--- src/bmc_pkg.sv ---
// Constants, field layouts and carrier types of the bridge configuration registers
// How it works
// RULE1 - 32-bit read/write upper limit of the upstream window, reset to zero.
// RULE2 - Error output asserts only for unmasked events with the system-error enable set.
// RULE3 - Mask bits 1 and 6 both gate the read no-data-from-target event.
// RULE4 - Mask bit 2 gates the write non-delivery event.
// RULE5 - Mask bit 3 gates target abort during posted write delivery.
// RULE6 - Mask bit 4 gates master abort during posted write delivery.
// RULE7 - Mask bit 5 gates the delayed write non-delivery event.
// RULE8 - Mask bits 0 and 7 are reserved, read zero.
// RULE9 - Writing 1 in the clear field drives that pin low when bidirectional.
// RULE10 - Writing 1 in the set field drives that pin high when bidirectional.
// RULE11 - New pin level appears the clock cycle after the write completes.
// RULE12 - Input-only pins are never driven by set or clear writes.
// RULE13 - Writing 0 does nothing; fields read back last written value; reset zero.
// RULE14 - Output-enable clear makes the pin input only, driver off.
// RULE15 - Output-enable set makes the pin bidirectional, driving held data.
// RULE16 - Input field shows synchronised pin levels; bits 27 to 24 read zero.
// RULE17 - Clocks 0 to 3 stop only when both bits of their pair are 1.
// RULE18 - Clocks 4 to 9 stop and hold low when their single bit is 1.
// RULE19 - Clock gating bits 15 and 14 read as zero.
// RULE20 - Input pins are synchronised before reaching the input field.
// RULE21 - Clocks start and stop only while low, never giving a short pulse.
package bmc_pkg;

   localparam logic [7:0] BMC_OFS_LIMIT_HIGH = 8'h58;
   localparam logic [7:0] BMC_OFS_EVENT_GPIO = 8'h64;
   localparam logic [7:0] BMC_OFS_CLOCK_CTRL = 8'h68;

   localparam logic [31:0] BMC_RST_LIMIT_HIGH = 32'h0000_0000;
   localparam logic [7:0] BMC_RST_EVENT_MASK = 8'h00;
   localparam logic [3:0] BMC_RST_GPIO_FIELD = 4'h0;
   localparam logic [15:0] BMC_RST_CLOCK_CTRL = 16'h0000;

   // Writable mask bits 6:1; bits 0 and 7 are reserved
   localparam logic [7:0] BMC_MASK_WRITABLE = 8'h7E;
   localparam int BMC_MASK_NO_DATA_A = 1;
   localparam int BMC_MASK_WR_NONDELIV = 2;
   localparam int BMC_MASK_TGT_ABORT = 3;
   localparam int BMC_MASK_MST_ABORT = 4;
   localparam int BMC_MASK_DW_NONDELIV = 5;
   localparam int BMC_MASK_NO_DATA_B = 6;

   // Field positions inside the word at the event/GPIO offset
   localparam int BMC_GPIO_CLR_LSB = 8;
   localparam int BMC_GPIO_SET_LSB = 12;
   localparam int BMC_GPIO_OE_CLR_LSB = 16;
   localparam int BMC_GPIO_OE_SET_LSB = 20;
   localparam int BMC_GPIO_IN_LSB = 28;

   // Clock gating layout
   localparam int BMC_CLK_PAIRED = 4;
   localparam int BMC_CLK_SINGLE_LSB = 8;
   localparam logic [15:0] BMC_CLOCK_CTRL_WRITABLE = 16'h3FFF;

   localparam logic [31:0] BMC_RDATA_RST = 32'h0000_0000;

   typedef struct packed {
      logic wr;
      logic rd;
      logic [7:0] addr;
      logic [3:0] byte_en;
      logic [31:0] wdata;
   } bmc_cfg_req_t;

   typedef struct packed {
      logic rd_no_data;
      logic dw_nondeliv;
      logic pw_master_abort;
      logic pw_target_abort;
      logic wr_nondeliv;
   } bmc_err_events_t;

endpackage
--- src/bmc_clk_gate.sv ---
// One gated secondary clock output, divided from the PCI clock
`timescale 1ns/10ps
module bmc_clk_gate
   import bmc_pkg::*;
(
   input wire logic clk,
   input wire logic rst,
   input wire logic run,
   output logic clk_out
);

   // The enable is only looked at while the output is low, and a high
   // phase is always followed by a low one, so no short pulse can appear.
   always_ff @(posedge clk) begin
      if (rst) begin
         clk_out <= 1'b0;
      end else if (clk_out) begin
         clk_out <= 1'b0;
      end else begin
         clk_out <= run; // see RULE21
      end
   end

endmodule

--- src/bmc_config_regs.sv ---
// Bridge configuration registers: window limit, error mask, GPIO port, clock gating
`timescale 1ns/10ps
module bmc_config_regs
   import bmc_pkg::*;
#(
   parameter int GPIO_WIDTH = 4,
   parameter int NUM_CLK_OUT = 10
)
(
   input wire logic clk,
   input wire logic rst,
   input wire bmc_cfg_req_t cfg_req,
   output logic [31:0] cfg_rdata,
   output logic cfg_ack,
   input wire bmc_err_events_t err_events,
   input wire logic system_error_enable_bit,
   output logic primary_system_error_out_n,
   input wire logic [GPIO_WIDTH-1:0] gpio_in,
   output logic [GPIO_WIDTH-1:0] gpio_out,
   output logic [GPIO_WIDTH-1:0] gpio_oe,
   output logic [NUM_CLK_OUT-1:0] secondary_clock_outputs
);

   // The register layout has room for exactly four pins and ten clocks
   if (GPIO_WIDTH != 4 || NUM_CLK_OUT != 10) begin : gen_bad_params
      $error("GPIO_WIDTH must be 4 and NUM_CLK_OUT must be 10");
   end

   logic [31:0] limit_high;
   logic [7:0] event_mask;
   logic [3:0] gpio_clr_last;
   logic [3:0] gpio_set_last;
   logic [3:0] gpio_oe_clr_last;
   logic [3:0] gpio_oe_set_last;
   logic [3:0] gpio_data;
   logic [3:0] gpio_dir;
   logic [3:0] gpio_sync1;
   logic [3:0] gpio_sync2;
   logic [3:0] gpio_sync3;
   logic [3:0] gpio_level;
   logic [15:0] clock_ctrl;
   logic [3:0] next_gpio_data;
   logic [3:0] next_gpio_dir;
   logic [NUM_CLK_OUT-1:0] clk_run;
   logic [31:0] clock_word;

   logic wr_limit;
   logic wr_event_gpio;
   logic wr_clock;

   assign wr_limit = cfg_req.wr && cfg_req.addr == BMC_OFS_LIMIT_HIGH;
   assign wr_event_gpio = cfg_req.wr && cfg_req.addr == BMC_OFS_EVENT_GPIO;
   assign wr_clock = cfg_req.wr && cfg_req.addr == BMC_OFS_CLOCK_CTRL;

   // Byte-lane merge of a write into a stored word
   function automatic logic [31:0] merge_bytes(input logic [31:0] old_word, input logic [31:0] new_word,
                                               input logic [3:0] byte_en);
      logic [31:0] result;
      result = old_word;
      for (int i = 0; i < 4; i++) begin
         if (byte_en[i]) begin
            result[i*8 +: 8] = new_word[i*8 +: 8];
         end
      end
      return result;
   endfunction

   // Whether a secondary clock is stopped by the gating register
   function automatic logic clock_stopped(input logic [15:0] ctrl, input int idx);
      logic stopped;
      if (idx < BMC_CLK_PAIRED) begin
         stopped = ctrl[2*idx] && ctrl[2*idx+1]; // see RULE17
      end else begin
         stopped = ctrl[BMC_CLK_SINGLE_LSB + idx - BMC_CLK_PAIRED]; // see RULE18
      end
      return stopped;
   endfunction

   // Upstream window limit, upper half
   always_ff @(posedge clk) begin
      if (rst) begin
         limit_high <= BMC_RST_LIMIT_HIGH; // see RULE1
      end else if (wr_limit) begin
         limit_high <= merge_bytes(limit_high, cfg_req.wdata, cfg_req.byte_en); // see RULE1
      end
   end

   // Error event mask; reserved bits never store a one
   always_ff @(posedge clk) begin
      if (rst) begin
         event_mask <= BMC_RST_EVENT_MASK;
      end else if (wr_event_gpio && cfg_req.byte_en[0]) begin
         event_mask <= cfg_req.wdata[7:0] & BMC_MASK_WRITABLE; // see RULE8
      end
   end

   // Error output: one low cycle for each cycle carrying an unmasked event while system_error_enable_bit is set
   always_ff @(posedge clk) begin
      if (rst) begin
         primary_system_error_out_n <= 1'b1;
      end else begin
         primary_system_error_out_n <= !(system_error_enable_bit && ( // see RULE2
            (err_events.rd_no_data && !event_mask[BMC_MASK_NO_DATA_A]
                                   && !event_mask[BMC_MASK_NO_DATA_B]) || // see RULE3
            (err_events.wr_nondeliv && !event_mask[BMC_MASK_WR_NONDELIV]) || // see RULE4
            (err_events.pw_target_abort && !event_mask[BMC_MASK_TGT_ABORT]) || // see RULE5
            (err_events.pw_master_abort && !event_mask[BMC_MASK_MST_ABORT]) || // see RULE6
            (err_events.dw_nondeliv && !event_mask[BMC_MASK_DW_NONDELIV]))); // see RULE7
      end
   end

   // Read-back copies of the write-1 fields: only an enabled byte lane updates them
   always_ff @(posedge clk) begin
      if (rst) begin
         gpio_clr_last <= BMC_RST_GPIO_FIELD; // see RULE13
         gpio_set_last <= BMC_RST_GPIO_FIELD;
         gpio_oe_clr_last <= BMC_RST_GPIO_FIELD;
         gpio_oe_set_last <= BMC_RST_GPIO_FIELD;
      end else if (wr_event_gpio) begin
         if (cfg_req.byte_en[1]) begin
            gpio_clr_last <= cfg_req.wdata[BMC_GPIO_CLR_LSB +: 4]; // see RULE13
            gpio_set_last <= cfg_req.wdata[BMC_GPIO_SET_LSB +: 4];
         end
         if (cfg_req.byte_en[2]) begin
            gpio_oe_clr_last <= cfg_req.wdata[BMC_GPIO_OE_CLR_LSB +: 4];
            gpio_oe_set_last <= cfg_req.wdata[BMC_GPIO_OE_SET_LSB +: 4];
         end
      end
   end

   // Data and direction state; a set and a clear of the same bit together: set wins
   always_comb begin
      next_gpio_data = gpio_data;
      next_gpio_dir = gpio_dir;
      if (wr_event_gpio && cfg_req.byte_en[1]) begin
         next_gpio_data = (gpio_data & ~cfg_req.wdata[BMC_GPIO_CLR_LSB +: 4]) // see RULE9
                        | cfg_req.wdata[BMC_GPIO_SET_LSB +: 4]; // see RULE10
      end
      if (wr_event_gpio && cfg_req.byte_en[2]) begin
         next_gpio_dir = (gpio_dir & ~cfg_req.wdata[BMC_GPIO_OE_CLR_LSB +: 4]) // see RULE14
                       | cfg_req.wdata[BMC_GPIO_OE_SET_LSB +: 4]; // see RULE15
      end
   end

   always_ff @(posedge clk) begin
      if (rst) begin
         gpio_data <= BMC_RST_GPIO_FIELD;
         gpio_dir <= BMC_RST_GPIO_FIELD;
      end else begin
         gpio_data <= next_gpio_data;
         gpio_dir <= next_gpio_dir;
      end
   end

   // Pins follow the edge that takes the write, so the level is there in the next cycle
   always_ff @(posedge clk) begin
      if (rst) begin
         gpio_out <= BMC_RST_GPIO_FIELD;
         gpio_oe <= BMC_RST_GPIO_FIELD;
      end else begin
         gpio_oe <= next_gpio_dir; // see RULE11
         gpio_out <= next_gpio_data & next_gpio_dir; // see RULE12
      end
   end

   // Three-stage synchroniser; a level is accepted when stages two and three agree
   always_ff @(posedge clk) begin
      if (rst) begin
         gpio_sync1 <= BMC_RST_GPIO_FIELD;
         gpio_sync2 <= BMC_RST_GPIO_FIELD;
         gpio_sync3 <= BMC_RST_GPIO_FIELD;
      end else begin
         gpio_sync1 <= gpio_in; // see RULE20
         gpio_sync2 <= gpio_sync1;
         gpio_sync3 <= gpio_sync2;
      end
   end

   always_ff @(posedge clk) begin
      if (rst) begin
         gpio_level <= BMC_RST_GPIO_FIELD;
      end else begin
         for (int i = 0; i < 4; i++) begin
            if (gpio_sync2[i] == gpio_sync3[i]) begin
               gpio_level[i] <= gpio_sync3[i]; // see RULE16
            end
         end
      end
   end

   // Clock gating register; reserved top bits never store a one
   assign clock_word = merge_bytes({16'h0000, clock_ctrl}, cfg_req.wdata, cfg_req.byte_en);

   always_ff @(posedge clk) begin
      if (rst) begin
         clock_ctrl <= BMC_RST_CLOCK_CTRL;
      end else if (wr_clock) begin
         clock_ctrl <= clock_word[15:0] & BMC_CLOCK_CTRL_WRITABLE; // see RULE19
      end
   end

   // Outputs run at half the PCI clock so that each one leaves a flip-flop
   generate
      for (genvar g = 0; g < NUM_CLK_OUT; g++) begin : gen_clk
         assign clk_run[g] = !clock_stopped(clock_ctrl, g); // see RULE17
         bmc_clk_gate u_gate (
            .clk(clk),
            .rst(rst),
            .run(clk_run[g]),
            .clk_out(secondary_clock_outputs[g])
         );
      end
   endgenerate

   // Read answer one cycle after the request; unmapped offsets return zero
   always_ff @(posedge clk) begin
      if (rst) begin
         cfg_rdata <= BMC_RDATA_RST;
         cfg_ack <= 1'b0;
      end else begin
         cfg_ack <= cfg_req.wr || cfg_req.rd;
         if (cfg_req.rd) begin
            unique case (cfg_req.addr)
               BMC_OFS_LIMIT_HIGH: begin
                  cfg_rdata <= limit_high;
               end
               BMC_OFS_EVENT_GPIO: begin
                  cfg_rdata <= {gpio_level, 4'h0, gpio_oe_set_last, gpio_oe_clr_last, // see RULE16
                                gpio_set_last, gpio_clr_last, event_mask}; // see RULE8
               end
               BMC_OFS_CLOCK_CTRL: begin
                  cfg_rdata <= {16'h0000, clock_ctrl}; // see RULE19
               end
               default: begin
                  cfg_rdata <= BMC_RDATA_RST;
               end
            endcase
         end else begin
            cfg_rdata <= BMC_RDATA_RST;
         end
      end
   end

endmodule

--- config.mk ---
export PLATFORM = sky130hd
export DESIGN_NAME = bmc_config_regs
export DESIGN_NICKNAME = d
export VERILOG_FILES = /design/src/bmc_pkg.sv /design/src/bmc_clk_gate.sv /design/src/bmc_config_regs.sv
export SDC_FILE = /design/constraint.sdc
export NUM_CORES = 1
export LEC_CHECK = 0
export BUFFER_PORTS_ARGS = -buffer_cell sky130_fd_sc_hd__buf_2
export CORE_ASPECT_RATIO = 0.7
export CORE_UTILIZATION = 45
export CTS_CLUSTER_SIZE = 25
export DETAILED_ROUTE_END_ITERATION = 8
export PLACE_DENSITY = 0.67
export SKIP_CTS_REPAIR_TIMING = 1
export SYNTH_ARGS = -nofsm -noshare
export SYNTH_HDL_FRONTEND = slang
export SYNTH_HIERARCHICAL = 1
export SYNTH_SLANG_ARGS = --single-unit
--- constraint.sdc ---
create_clock -name clk -period 2.86 [get_ports clk]
set_input_delay 0.286 -clock clk [delete_from_list [all_inputs] [get_ports clk]]
set_output_delay 0.286 -clock clk [all_outputs]
set_load 0.02 [all_outputs]
Word level (Yosys, flattened, before mapping)

Cells that the tools add are included.

Bits in latches: 0
Output and inout port bits: 52
ROM bits: 0
Memory bits (writable): 0
Memories kept: 0
Flip-flop bits (word level): 140
Input port bits: 58

Add/sub/neg operators: 0
Divide/modulo/power cells: 0
Order comparisons: 0
Shift operators: 0
Reduce and logical (&&, ||, !) cells: 58
Mux-type cells: 3
Bitwise operators: 8
Equality and inequality tests: 7
Multiply operators: 0

Operators by type and width:

| kind                                                             | number |
|---|---|
| 32-bit one-hot mux with 3 select lines                           | 1 |
| 8-bit by 7-bit == test with 1-bit output (second input constant) | 3 |
| 2-bit OR reduction                                               | 11 |
| 1-bit logical AND                                                | 17 |
| 1-bit logical NOT                                                | 17 |
| 2-bit AND reduction                                              | 8 |
| 4-bit bitwise AND                                                | 3 |
| 4-bit 2-to-1 mux                                                 | 2 |
| 4-bit NOT                                                        | 2 |
| 4-bit bitwise OR                                                 | 2 |
| 1-bit logical OR                                                 | 5 |
| 1-bit == test                                                    | 4 |
| 1-bit NOT                                                        | 1 |

Depth between registers and ports, before layout

Gate-level depths: netlist of run 1.

Depth after elaboration: 9
Gate-level depth with buffers: 7
Gate-level depth less buffers: 4

Cells and area by module

Netlist of run 1, hierarchy kept.

By module, submodules not included:

| module          | cells each | area an instance (um2) | seq. area each (um2) | times used |
|---|---|---|---|---|
| bmc_config_regs | 480        | 4799.6                 | 2602.5               | 1 |
| bmc_clk_gate    | 2          | 32.5                   | 20.0                 | 10 |

Worst setup path after synthesis of run 1

No wires, ideal clock.

Path type: input-to-reg
Start: input port cfg_req[38] in the netlist's numbering
End: register limit_high[6]
Arrival time: 1.661 ns
Data required time: 2.732 ns
Setup slack: 1.072 ns
Cell stages on the path: 5
Path buffers: 1
Cells stage by stage: or4b_1 -> buf_6 -> nor3_4 -> mux2i_1 -> nor2_1

Longest elaborated chain between the ends: 3

Ends and longest elaborated chain:

| item                                     | RTL line              | text |
|---|---|---|
| start: declaration                       | bmc_config_regs.sv:12 | `input wire bmc_cfg_req_t cfg_req,` |
| 8-bit by 7-bit == test with 1-bit output | bmc_config_regs.sv:51 | `assign wr_limit = cfg_req.wr && cfg_req.addr == BMC_OFS_LIMIT_HIGH;` |
| 1-bit logical AND                        | bmc_config_regs.sv:51 |  |
| 2-bit AND reduction (no source line)     | n/a                   |  |
| end signal: assignment                   | bmc_config_regs.sv:84 | `limit_high <= merge_bytes(limit_high, cfg_req.wdata, cfg_req.byte_en);` |
| end: declaration                         | bmc_config_regs.sv:29 | `logic [31:0] limit_high;` |

No other way between the ends.
A chain may end at the register's enable or synchronous reset.

Worst setup path after layout of run 1

Start: input port cfg_req[38] in the netlist's numbering
End: register clock_ctrl[5]

Longest elaborated chain between the ends: 3

Ends and longest elaborated chain:

| item                                     | RTL line               | text |
|---|---|---|
| 8-bit by 7-bit == test with 1-bit output | bmc_config_regs.sv:53  | `assign wr_clock = cfg_req.wr && cfg_req.addr == BMC_OFS_CLOCK_CTRL;` |
| 1-bit logical AND                        | bmc_config_regs.sv:53  |  |
| 2-bit AND reduction (no source line)     | n/a                    |  |
| end signal: assignment                   | bmc_config_regs.sv:198 | `clock_ctrl <= clock_word[15:0] & BMC_CLOCK_CTRL_WRITABLE;` |
| end: declaration                         | bmc_config_regs.sv:41  | `logic [15:0] clock_ctrl;` |

No other way between the ends.

==> results_dict.tcl, run 1 <==
set metrics [dict create \
    drive_gt1_share_pct 28.5 \
    skew_ns 0.0100 \
    cts.sinks 140 \
    dp.cells 748 \
    vias_per_cell 5.19 \
    syn_area_mm2 0.00512 \
    path_clk_slew_ns 0.06 \
    p_per_area_mw_per_mm2 670 \
    place_area_mm2 0.00588 \
    synth_nets 558 \
    clk_path_buf_depth 2 \
    final.min_clock_period_ns 1.96 \
    worstSkewPairLatency_ns 0.42 \
    ys_ff_latch 140 \
    fmax_ghz 0.511 \
    dr.pass1.iters 5 \
    die_area_mm2 0.0118 \
    antenna_found_initial 0 \
    place_ws_ns 0.474 \
    crit_required_ns 3.14 \
    first_global_vias 3916 \
    power_frac_clock_pct 50.2 \
    place_congestion 0.807 \
    arrival_ns 2.24 \
    ir_drop_uv 429 \
    htree_num_levels 4 \
    rsz0062_at_grt "no" \
    fillCellCount 977 \
    die_w_um 130 \
    cap_violations 0 \
    internal_power_mw 3.37 \
    endpoint_kind "register" \
    final_common_cell "dfxtp_1" \
    rr_worst_depth 3 \
    synth_cells 500 \
    tritoncts "built" \
    setup.worst_path.class "primary input to register" \
    avgRoutedWirePerCell_um 15.9 \
    gr-total-overflow 0 \
    grt_util_all_layers_pct 22.0 \
    ant_nets 0 \
    core_area_mm2 0.0111 \
    seq_area_frac_synth_pct 54.7 \
    hpwl_um 8600 \
    crit_path_start_kind "primary input" \
    synthAdderAreaFrac_pct 0 \
    grt_max_degree 59 \
    path_max_fanout 8 \
    regArea_mm2 0.00280 \
    final_cell_mix "dfxtp_1, buf_2, nor2_1" \
    final_hold_viol_count 0 \
    synth-simple-area-share_pct 20.8 \
    vias 4048 \
    power_frac_comb_pct 4.2 \
    dr.first_iter.drc_count 305 \
    setup-violations-final 0 \
    synth_compound_gate_area_share_pct 10.3 \
    stdcell_count 780 \
    p_switching_mw 0.963 \
    relSlewSlack_pct 55.6 \
    min_path_type "primary input to register" \
    ys.warnings.count 6 \
    initial_utilization_pct 46.4 \
    switching_share_pct 22.2 \
    final.setup.worst_slack_ns 0.901 \
    drc 0 \
    seq_power_share_pct 45.6 \
    port_buffers 109 \
    synth_top_family_by_area "simple AND/OR/NAND/NOR gates" \
    worstMarginPinSlew_ns 0.665 \
    area_growth_pct 26.4 \
    ctsRootBufferMaster "clkbuf_16" \
    cts_made_buffers 17 \
    synth_xor_area_share_pct 0.171 \
    ys_types 39 \
    finalCritPeriodShare_pct 68.5 \
    die_h_um 91.3 \
    holdPathStages 2 \
    outcome "finished, final reports clean" \
    muxShareOfSynthArea_pct 10.9 \
    num_io_pins 110 \
    avgSynthCellArea_um2 10.2 \
    stdcell_area_mm2 0.00648 \
    antenna_cells 0 \
    maxSlewViolCount 0 \
    fin_nets 672 \
    p_leak_nw 2.53 \
    rows 32 \
    tns_ns 0 \
    wl_um 12400 \
    grt_pass1_wl_um 19700 \
    power.total_mw 4.34 \
    multiInputGateArea_mm2 0.00219 \
]
-- power groups by stage --
| stage | combinational (mW) | sequential (mW) | clock, mW |
|---|---|---|---|
| 2_1_floorplan | 0.0686 | 2.04 | 0 |
| 3_3_place_gp | 0.177 | 2.02 | 0 |
| 3_5_place_dp | 0.180 | 2.02 | 0 |
| 4_1_cts | 0.181 | 1.98 | 2.21 |
| 5_1_grt | 0.195 | 1.98 | 2.30 |
| 6_report | 0.181 | 1.98 | 2.18 |
-- cells by family after synthesis --
kind of cell,count (synthesis)
and+or+nand+nor,188
DFF,140
AOI/OAI and AO/OA,76
muxes,56
buffers and inverters,39
xor gates and xnor gates,1
-- cell usage after synthesis --
library cell  instances  area, um2
nor2_2                1       6.26
buf_1                 1       3.75
o31ai_1               4       30.0
nor4b_1               1       8.76
nor4_1                1       6.26
o21ai_2               1       8.76
inv_1                11       41.3
nand3_1               8       40.0
buf_6                 1       11.3
and2_0                1       6.26
nand2b_1              5       31.3
nor3b_1               1       7.51
nor3_1                7       35.0
mux2i_1              56        561
nor2b_1              17        106
o22ai_1               2       12.5
nand4_1               4       25.0
or4b_1                3       30.0
a21oi_1              20        100
nand2_1              15       56.3
o311ai_0              1       8.76
clkbuf_1             18       67.6
or2_2                 1       6.26
xnor2_1               1       8.76
nor2_1               92        345
nor3_4                5       81.3
buf_2                 8       40.0
nor4_4                1       21.3
nor4b_2               1       15.0
dfxtp_1             140       2800
or4bb_1               1       11.3
nand4bb_1             1       11.3
a22o_1               12        105
and3_1                9       56.3
a22oi_1              32        240
nor2_4                1       11.3
nor4bb_1              2       20.0
o21ai_0               4       20.0
nor3b_2              10        125
-- path summary, 6_finish.rpt --
kind | end | slack [ns] | start
worst min-delay path | gpio_sync1[2]$_SDFF_PP0_ | 0.08 | gpio_in[2]
worst min register to register | gen_clk[8].u_gate/clk_out$_SDFF_PP0_ | 0.42 | gen_clk[8].u_gate/clk_out$_SDFF_PP0_
worst max-delay path | clock_ctrl[5]$_SDFFE_PP0P_ | 0.90 | cfg_req[38]
worst max register to register | gpio_out[1]$_SDFF_PP0_ | 1.85 | gpio_oe[1]$_SDFF_PP0_
-- per-stage QoR --
step / util [%] / hold WS, ns
floorplan: - / 0.357
global placement: 53.2 / 0.419
detailed placement: 53.2 / 0.419
CTS: 58.6 / 0.0673
global route: 58.6 / 0.0740
finish: 58.6 / 0.0761
-- metal layers --
metal | track usage, % | wire length (um) | up-vias
li1 | - | - | 1976
met1 | 28.9 | 5740 | 1899
met2 | 34.7 | 5600 | 157
met3 | 6.01 | 937 | 16
met4 | 7.75 | 153 | 0
met5 | 0 | 0 | -
-- critical path, stage by stage --
cell	delay, ns
buf_2	0.14
or4b_1	0.85
nor3_4	0.59
mux2i_1	0.29
nor2_1	0.07
-- sequential cells by signal (all words and copies together), names as in the netlist, 6 cells and up --
register and count:
cfg_rdata 32, clock_ctrl 14, event_mask 6, gen_clk.u_gate/clk_out 10
limit_high 32
-- cell type report --
cell class	instances	share of cell area, %
Sequential cell	140	43.3
Multi-Input combinational cell	321	33.8
Timing Repair Buffer	123	10.1
Clock buffer	20	7.05
Tap cell	153	2.96
Clock inverter	12	2.14
Inverter	11	0.638
(Power assumes the default switching activity.)
==> run 2, diff against run 1 <==
--- a/config.mk
+++ b/config.mk
@@ -10,7 +10,7 @@
 export CORE_UTILIZATION = 45
 export CTS_CLUSTER_SIZE = 25
 export DETAILED_ROUTE_END_ITERATION = 8
-export PLACE_DENSITY = 0.67
+export PLACE_DENSITY = 0.7
 export SKIP_CTS_REPAIR_TIMING = 1
 export SYNTH_ARGS = -nofsm -noshare
 export SYNTH_HDL_FRONTEND = slang
==> constraint.sdc (replaced) <==
create_clock -name clk -period 1.75 [get_ports clk]
set_input_delay 0.175 -clock clk [delete_from_list [all_inputs] [get_ports clk]]
set_output_delay 0.175 -clock clk [all_outputs]
set_load 0.02 [all_outputs]
==> run 2 against run 1 <==
Compared with the run above:
- the run now ends with hold timing left
- wire length up 4.5%
- worst hold slack worse by 0.087 ns
- register-to-register slack got worse by 1.1 ns
- sequential cell count did not move
- power is 62% higher
- sequential power is 64% higher
- clock skew increased by 0.00058 ns
- combinational power grew 81%
- global-route usage increased by 0.56 points
- critical path type unchanged
==> results_dict.tcl, run 2 (synthesis results as in run 1) <==
set metrics [dict create \
    outcome "complete, but fails checks" \
    violations "hold timing" \
    endpoint_kind "register" \
    holdPathEnd "gpio_sync1[3]$_SDFF_PP0_" \
    worstMarginPinSlew_ns 0.476 \
    grt_pass1_wl_um 20200 \
    final_hold_viol_count 2 \
    port_buffers 109 \
    tns_ns 0 \
    arrival_ns 1.73 \
    vias 4200 \
    setup.worst_path.class "primary input to register" \
    skew_ns 0.0106 \
    worstReg2RegEnd "gpio_out[1]$_SDFF_PP0_" \
    htree_num_levels 4 \
    path_max_fanout 8 \
    stdcell_area_mm2 0.00676 \
    ir_drop_uv 774 \
    stdcell_count 803 \
    crit_required_ns 2.03 \
    p_per_area_mw_per_mm2 1040 \
    ant_nets 0 \
    p_leak_nw 2.66 \
    die_area_mm2 0.0118 \
    antenna_found_initial 0 \
    holdPathStages 2 \
    relSlewSlack_pct 68.2 \
    final.min_clock_period_ns 1.45 \
    hp-start "gpio_in[3]" \
    area_growth_pct 31.8 \
    ctsRootBufferMaster "clkbuf_16" \
    num_io_pins 110 \
    vias_per_cell 5.23 \
    place_congestion 0.819 \
    maxSlewViolCount 0 \
    rows 32 \
    holdWs_ns -0.0109 \
    worstSkewPairLatency_ns 0.41 \
    antenna_cells 0 \
    r2r_slack_ns 0.75 \
    rr_worst_depth 3 \
    crit_path_start_kind "primary input" \
    gr-total-overflow 0 \
    final_cell_mix "dfxtp_1, buf_2, nor2_1" \
    reg2reg_from "gpio_oe[1]$_SDFF_PP0_" \
    setup-violations-final 0 \
    avgRoutedWirePerCell_um 16.2 \
    min_path_type "primary input to register" \
    drc 0 \
    dp.cells 768 \
    die_h_um 91.3 \
    largestRegisters "cfg_rdata (32), limit_high (32), clock_ctrl (14)" \
    core_area_mm2 0.0111 \
    dr.first_iter.drc_count 382 \
    first_global_vias 3913 \
    hpwl_um 8860 \
    drive_gt1_share_pct 29.8 \
    cp_slowest_stage_delay_ns 0.51 \
    cap_violations 0 \
    finalCritPeriodShare_pct 83.0 \
    place_area_mm2 0.00614 \
    final.setup.worst_slack_ns 0.298 \
    rsz0062_at_grt "no" \
    cp_slowest_cell "or4b_1" \
    grt_util_all_layers_pct 22.6 \
    cts.sinks 140 \
    cts_made_buffers 17 \
    die_w_um 130 \
    grt_max_degree 105 \
    final_common_cell "dfxtp_1" \
    place_ws_ns -0.101 \
    worst-path-buf-inv 3 \
    tritoncts "built" \
    clk_path_buf_depth 2 \
    fin_nets 696 \
    dr.pass1.iters 5 \
    wl_um 13000 \
    path_delay_family "simple AND/OR/NAND/NOR gates" \
    initial_utilization_pct 46.4 \
    crit_chain "buf_2 -> or4b_1 -> buf_4 -> nor3_4 -> buf_12 -> mux2i_1 -> nor2_1" \
    fmax_ghz 0.689 \
    path_clk_slew_ns 0.05 \
]
==> run 2: cell types whose count changed in the layout (fill, tap and decap cells not counted) <==
cell,previous run,this run
buf_12,0,9
buf_4,15,26
clkbuf_1,1,5
clkbuf_8,2,3
clkinv_2,1,2
clkinv_4,3,1
clkinvlp_4,4,1
dlygate4sd3_1,0,4
inv_6,2,0
==> run 2: final cells by class <==
class	count	area, um2
Timing Repair Buffer	147	956
Clock inverter	6	86.3
Multi-Input combinational cell	321	2190
Clock buffer	25	485
Inverter	11	41.3
Fill cell	953	4300
Sequential cell	140	2800
Tap cell	153	191
==> run 2: worst max path at each step <==
stage,startpoint,depth (start not counted),end,slack (ns)
floorplan,cfg_req[38],5,limit_high[6]$_SDFFE_PP0P_,0.07
global placement,cfg_req[38],7,limit_high[30]$_SDFFE_PP0P_,-0.04
finish,cfg_req[37],7,limit_high[26]$_SDFFE_PP0P_,0.30
detailed placement,cfg_req[37],7,limit_high[27]$_SDFFE_PP0P_,-0.10
global route,cfg_req[37],7,limit_high[25]$_SDFFE_PP0P_,0.25
CTS,cfg_req[37],7,limit_high[26]$_SDFFE_PP0P_,0.31
==> run 2: metrics by stage <==
step	total power [mW]	utilization, %
2_1_floorplan	3.44	-
4_1_cts	7.09	60.8
6_report	7.05	61.1
5_1_grt	7.24	61.1
3_5_place_dp	3.62	55.6
3_3_place_gp	3.62	55.6
==> run 2: layer usage <==
| metal | wire (um) | up-vias | track usage [%] |
|---|---|---|---|
| li1 | - | 2021 | - |
| met1 | 6110 | 2002 | 31.4 |
| met2 | 5820 | 160 | 33.7 |
| met3 | 866 | 17 | 5.24 |
| met4 | 187 | 0 | 9.01 |
| met5 | 0 | - | 0 |
==> run 2: report_power, final <==
part	total (mW)	internal (mW)	switching, mW
combinational	0.328	0.135	0.193
clock	3.48	2.20	1.28
sequential	3.24	3.22	0.0150
total	7.05	5.56	1.49
==> run 2: worst reg2reg max path, stage by stage (launching register included) <==
cell     delay (ns)
dfxtp_1        0.35
o31ai_1        0.08
a21oi_1        0.34
nor2b_1        0.17
==> run 3, diff against run 2 <==
--- a/config.mk
+++ b/config.mk
@@ -10,7 +10,7 @@
 export CORE_UTILIZATION = 45
 export CTS_CLUSTER_SIZE = 25
 export DETAILED_ROUTE_END_ITERATION = 8
-export PLACE_DENSITY = 0.7
+export PLACE_DENSITY = 0.67
 export SKIP_CTS_REPAIR_TIMING = 1
 export SYNTH_ARGS = -nofsm -noshare
 export SYNTH_HDL_FRONTEND = slang
==> constraint.sdc (replaced) <==
create_clock -name clk -period 1.4 [get_ports clk]
set_input_delay 0.14 -clock clk [delete_from_list [all_inputs] [get_ports clk]]
set_output_delay 0.14 -clock clk [all_outputs]
set_load 0.02 [all_outputs]
==> run 3 against run 2 <==
Compared with the run above:
- the run still ends with hold timing left
- sequential share of layout area down 2.1 points
- first-iteration DRC count down 40%
- cell count up 4.0%
- utilization up 3.2 points
- clock-buffer cell count down 6
- sequential power up 25%
- worst setup slack worse by 0.24 ns
- worst hold slack worse by 0.024 ns
- die area unchanged
- clock skew down 0.0021 ns
- critical path type unchanged
==> results_dict.tcl, run 3 (synthesis results as in run 1) <==
set metrics [dict create \
    seq_power_share_pct 45.4 \
    largestRegisters "cfg_rdata (32), limit_high (32), clock_ctrl (14)" \
    path_max_fanout 8 \
    cts_made_buffers 17 \
    place_ws_ns -0.332 \
    grt_max_degree 62 \
    die_area_mm2 0.0118 \
    cp_slowest_cell "or4bb_1" \
    num_io_pins 110 \
    holdPathEnd "limit_high[24]$_SDFFE_PP0P_" \
    drive_gt1_share_pct 33.0 \
    finalCritPeriodShare_pct 95.7 \
    reg2reg_from "gpio_oe[2]$_SDFF_PP0_" \
    gr-total-overflow 0 \
    vias 4221 \
    relSlewSlack_pct 75.3 \
    hpwl_um 9020 \
    rsz0062_at_grt "no" \
    p_per_area_mw_per_mm2 1250 \
    rows 32 \
    place_area_mm2 0.00638 \
    die_w_um 130 \
    fmax_ghz 0.746 \
    outcome "complete, but fails checks" \
    maxSlewViolCount 0 \
    holdPathStages 3 \
    rr_worst_depth 3 \
    r2r_slack_ns 0.52 \
    stdcell_count 835 \
    holdWs_ns -0.0347 \
    avgRoutedWirePerCell_um 15.3 \
    place_congestion 0.807 \
    grt_util_all_layers_pct 22.7 \
    final.min_clock_period_ns 1.34 \
    final_hold_viol_count 6 \
    dp.cells 789 \
    initial_utilization_pct 46.4 \
    port_buffers 109 \
    final.setup.worst_slack_ns 0.0602 \
    endpoint_kind "register" \
    arrival_ns 1.63 \
    setup-violations-final 0 \
    area_growth_pct 38.8 \
    stdcell_area_mm2 0.00711 \
    htree_num_levels 4 \
    crit_path_start_kind "primary input" \
    cp_slowest_stage_delay_ns 0.52 \
    crit_chain "buf_2 -> or4bb_1 -> buf_4 -> nor3_4 -> buf_12 -> mux2i_1 -> nor2_1" \
    worstMarginPinSlew_ns 0.367 \
    switching_share_pct 22.4 \
    first_global_vias 4017 \
    ant_nets 0 \
    path_clk_slew_ns 0.06 \
    setup.worst_path.class "primary input to register" \
    p_switching_mw 1.99 \
    tns_ns 0 \
    clk_path_buf_depth 2 \
    antenna_found_initial 0 \
    internal_power_mw 6.91 \
    fin_nets 727 \
    min_path_type "primary input to register" \
    violations "hold timing" \
    antenna_cells 0 \
    skew_ns 0.00856 \
    hp-start "cfg_req[24]" \
    power_frac_clock_pct 49.5 \
    ctsRootBufferMaster "clkbuf_16" \
    wl_um 12800 \
    final_core_util_pct 64.4 \
    crit_required_ns 1.69 \
    final_cell_mix "dfxtp_1, buf_2, nor2_1" \
    core_area_mm2 0.0111 \
    die_h_um 91.3 \
    vias_per_cell 5.06 \
    ir_drop_uv 858 \
    drc 0 \
    cap_violations 0 \
    power_frac_comb_pct 5.1 \
    dr.first_iter.drc_count 229 \
    final_common_cell "dfxtp_1" \
    dr.pass1.iters 5 \
    worstSkewPairLatency_ns 0.42 \
    p_leak_nw 2.83 \
    power.total_mw 8.90 \
    grt_pass1_wl_um 20200 \
    tritoncts "built" \
    cts.sinks 140 \
    worstReg2RegEnd "gpio_out[2]$_SDFF_PP0_" \
]
[run 3: changes by cell type in the layout (fill, tap and decap cells not counted), sizes merged]
cell,change
dlygate4sd3,+10
buf,+21
clkinvlp,+3
inv,+1
clkinv,+3
clkbuf,-6
[run 3: cell type report]
class                   count  area [um2]
clock buffers              19         443
inverters                  11        41.3
clock inverters            13         144
flip-flops and latches    140        2800
repair buffers            178        1260
fillers                   866        3940
multi-input cells         321        2230
well taps                 153         191
[run 3: how the worst max path moves through the flow]
stage                     start                     endpoint  cells past startpoint
floorplan           cfg_req[38]   limit_high[6]$_SDFFE_PP0P_                      5
global placement    cfg_req[43]  limit_high[30]$_SDFFE_PP0P_                      7
detailed placement  cfg_req[43]   limit_high[5]$_SDFFE_PP0P_                      7
CTS                 cfg_req[43]   limit_high[7]$_SDFFE_PP0P_                      7
global route        cfg_req[43]      cfg_rdata[0]$_SDFF_PP0_                      6
finish              cfg_req[43]   limit_high[7]$_SDFFE_PP0P_                      7
[run 3: power by group through the flow]
| stage | Combinational [mW] | Sequential (mW) | Clock [mW] |
|---|---|---|---|
| final | 0.454 | 4.04 | 4.41 |
| after global routing | 0.489 | 4.05 | 4.66 |
| after CTS | 0.423 | 4.04 | 4.48 |
| after detailed placement | 0.421 | 4.13 | 0 |
| after floorplan | 0.148 | 4.16 | 0 |
| after global placement | 0.415 | 4.13 | 0 |
[run 3: layer usage]
metal | GRT usage [%] | vias to the layer above | part of all wire (%)
met5 | 0 | - | 0
met4 | 8.72 | 0 | 1.1
met3 | 5.60 | 15 | 5.4
met2 | 36.0 | 104 | 48
met1 | 29.5 | 2010 | 46
li1 | - | 2092 | -
[run 3: worst max-delay path: cells and delay by family]
family,cells,cell delay [ns]
multiplexers,1,0.21
AND/OR/NAND/NOR,3,0.81
buffers and inverters,3,0.47
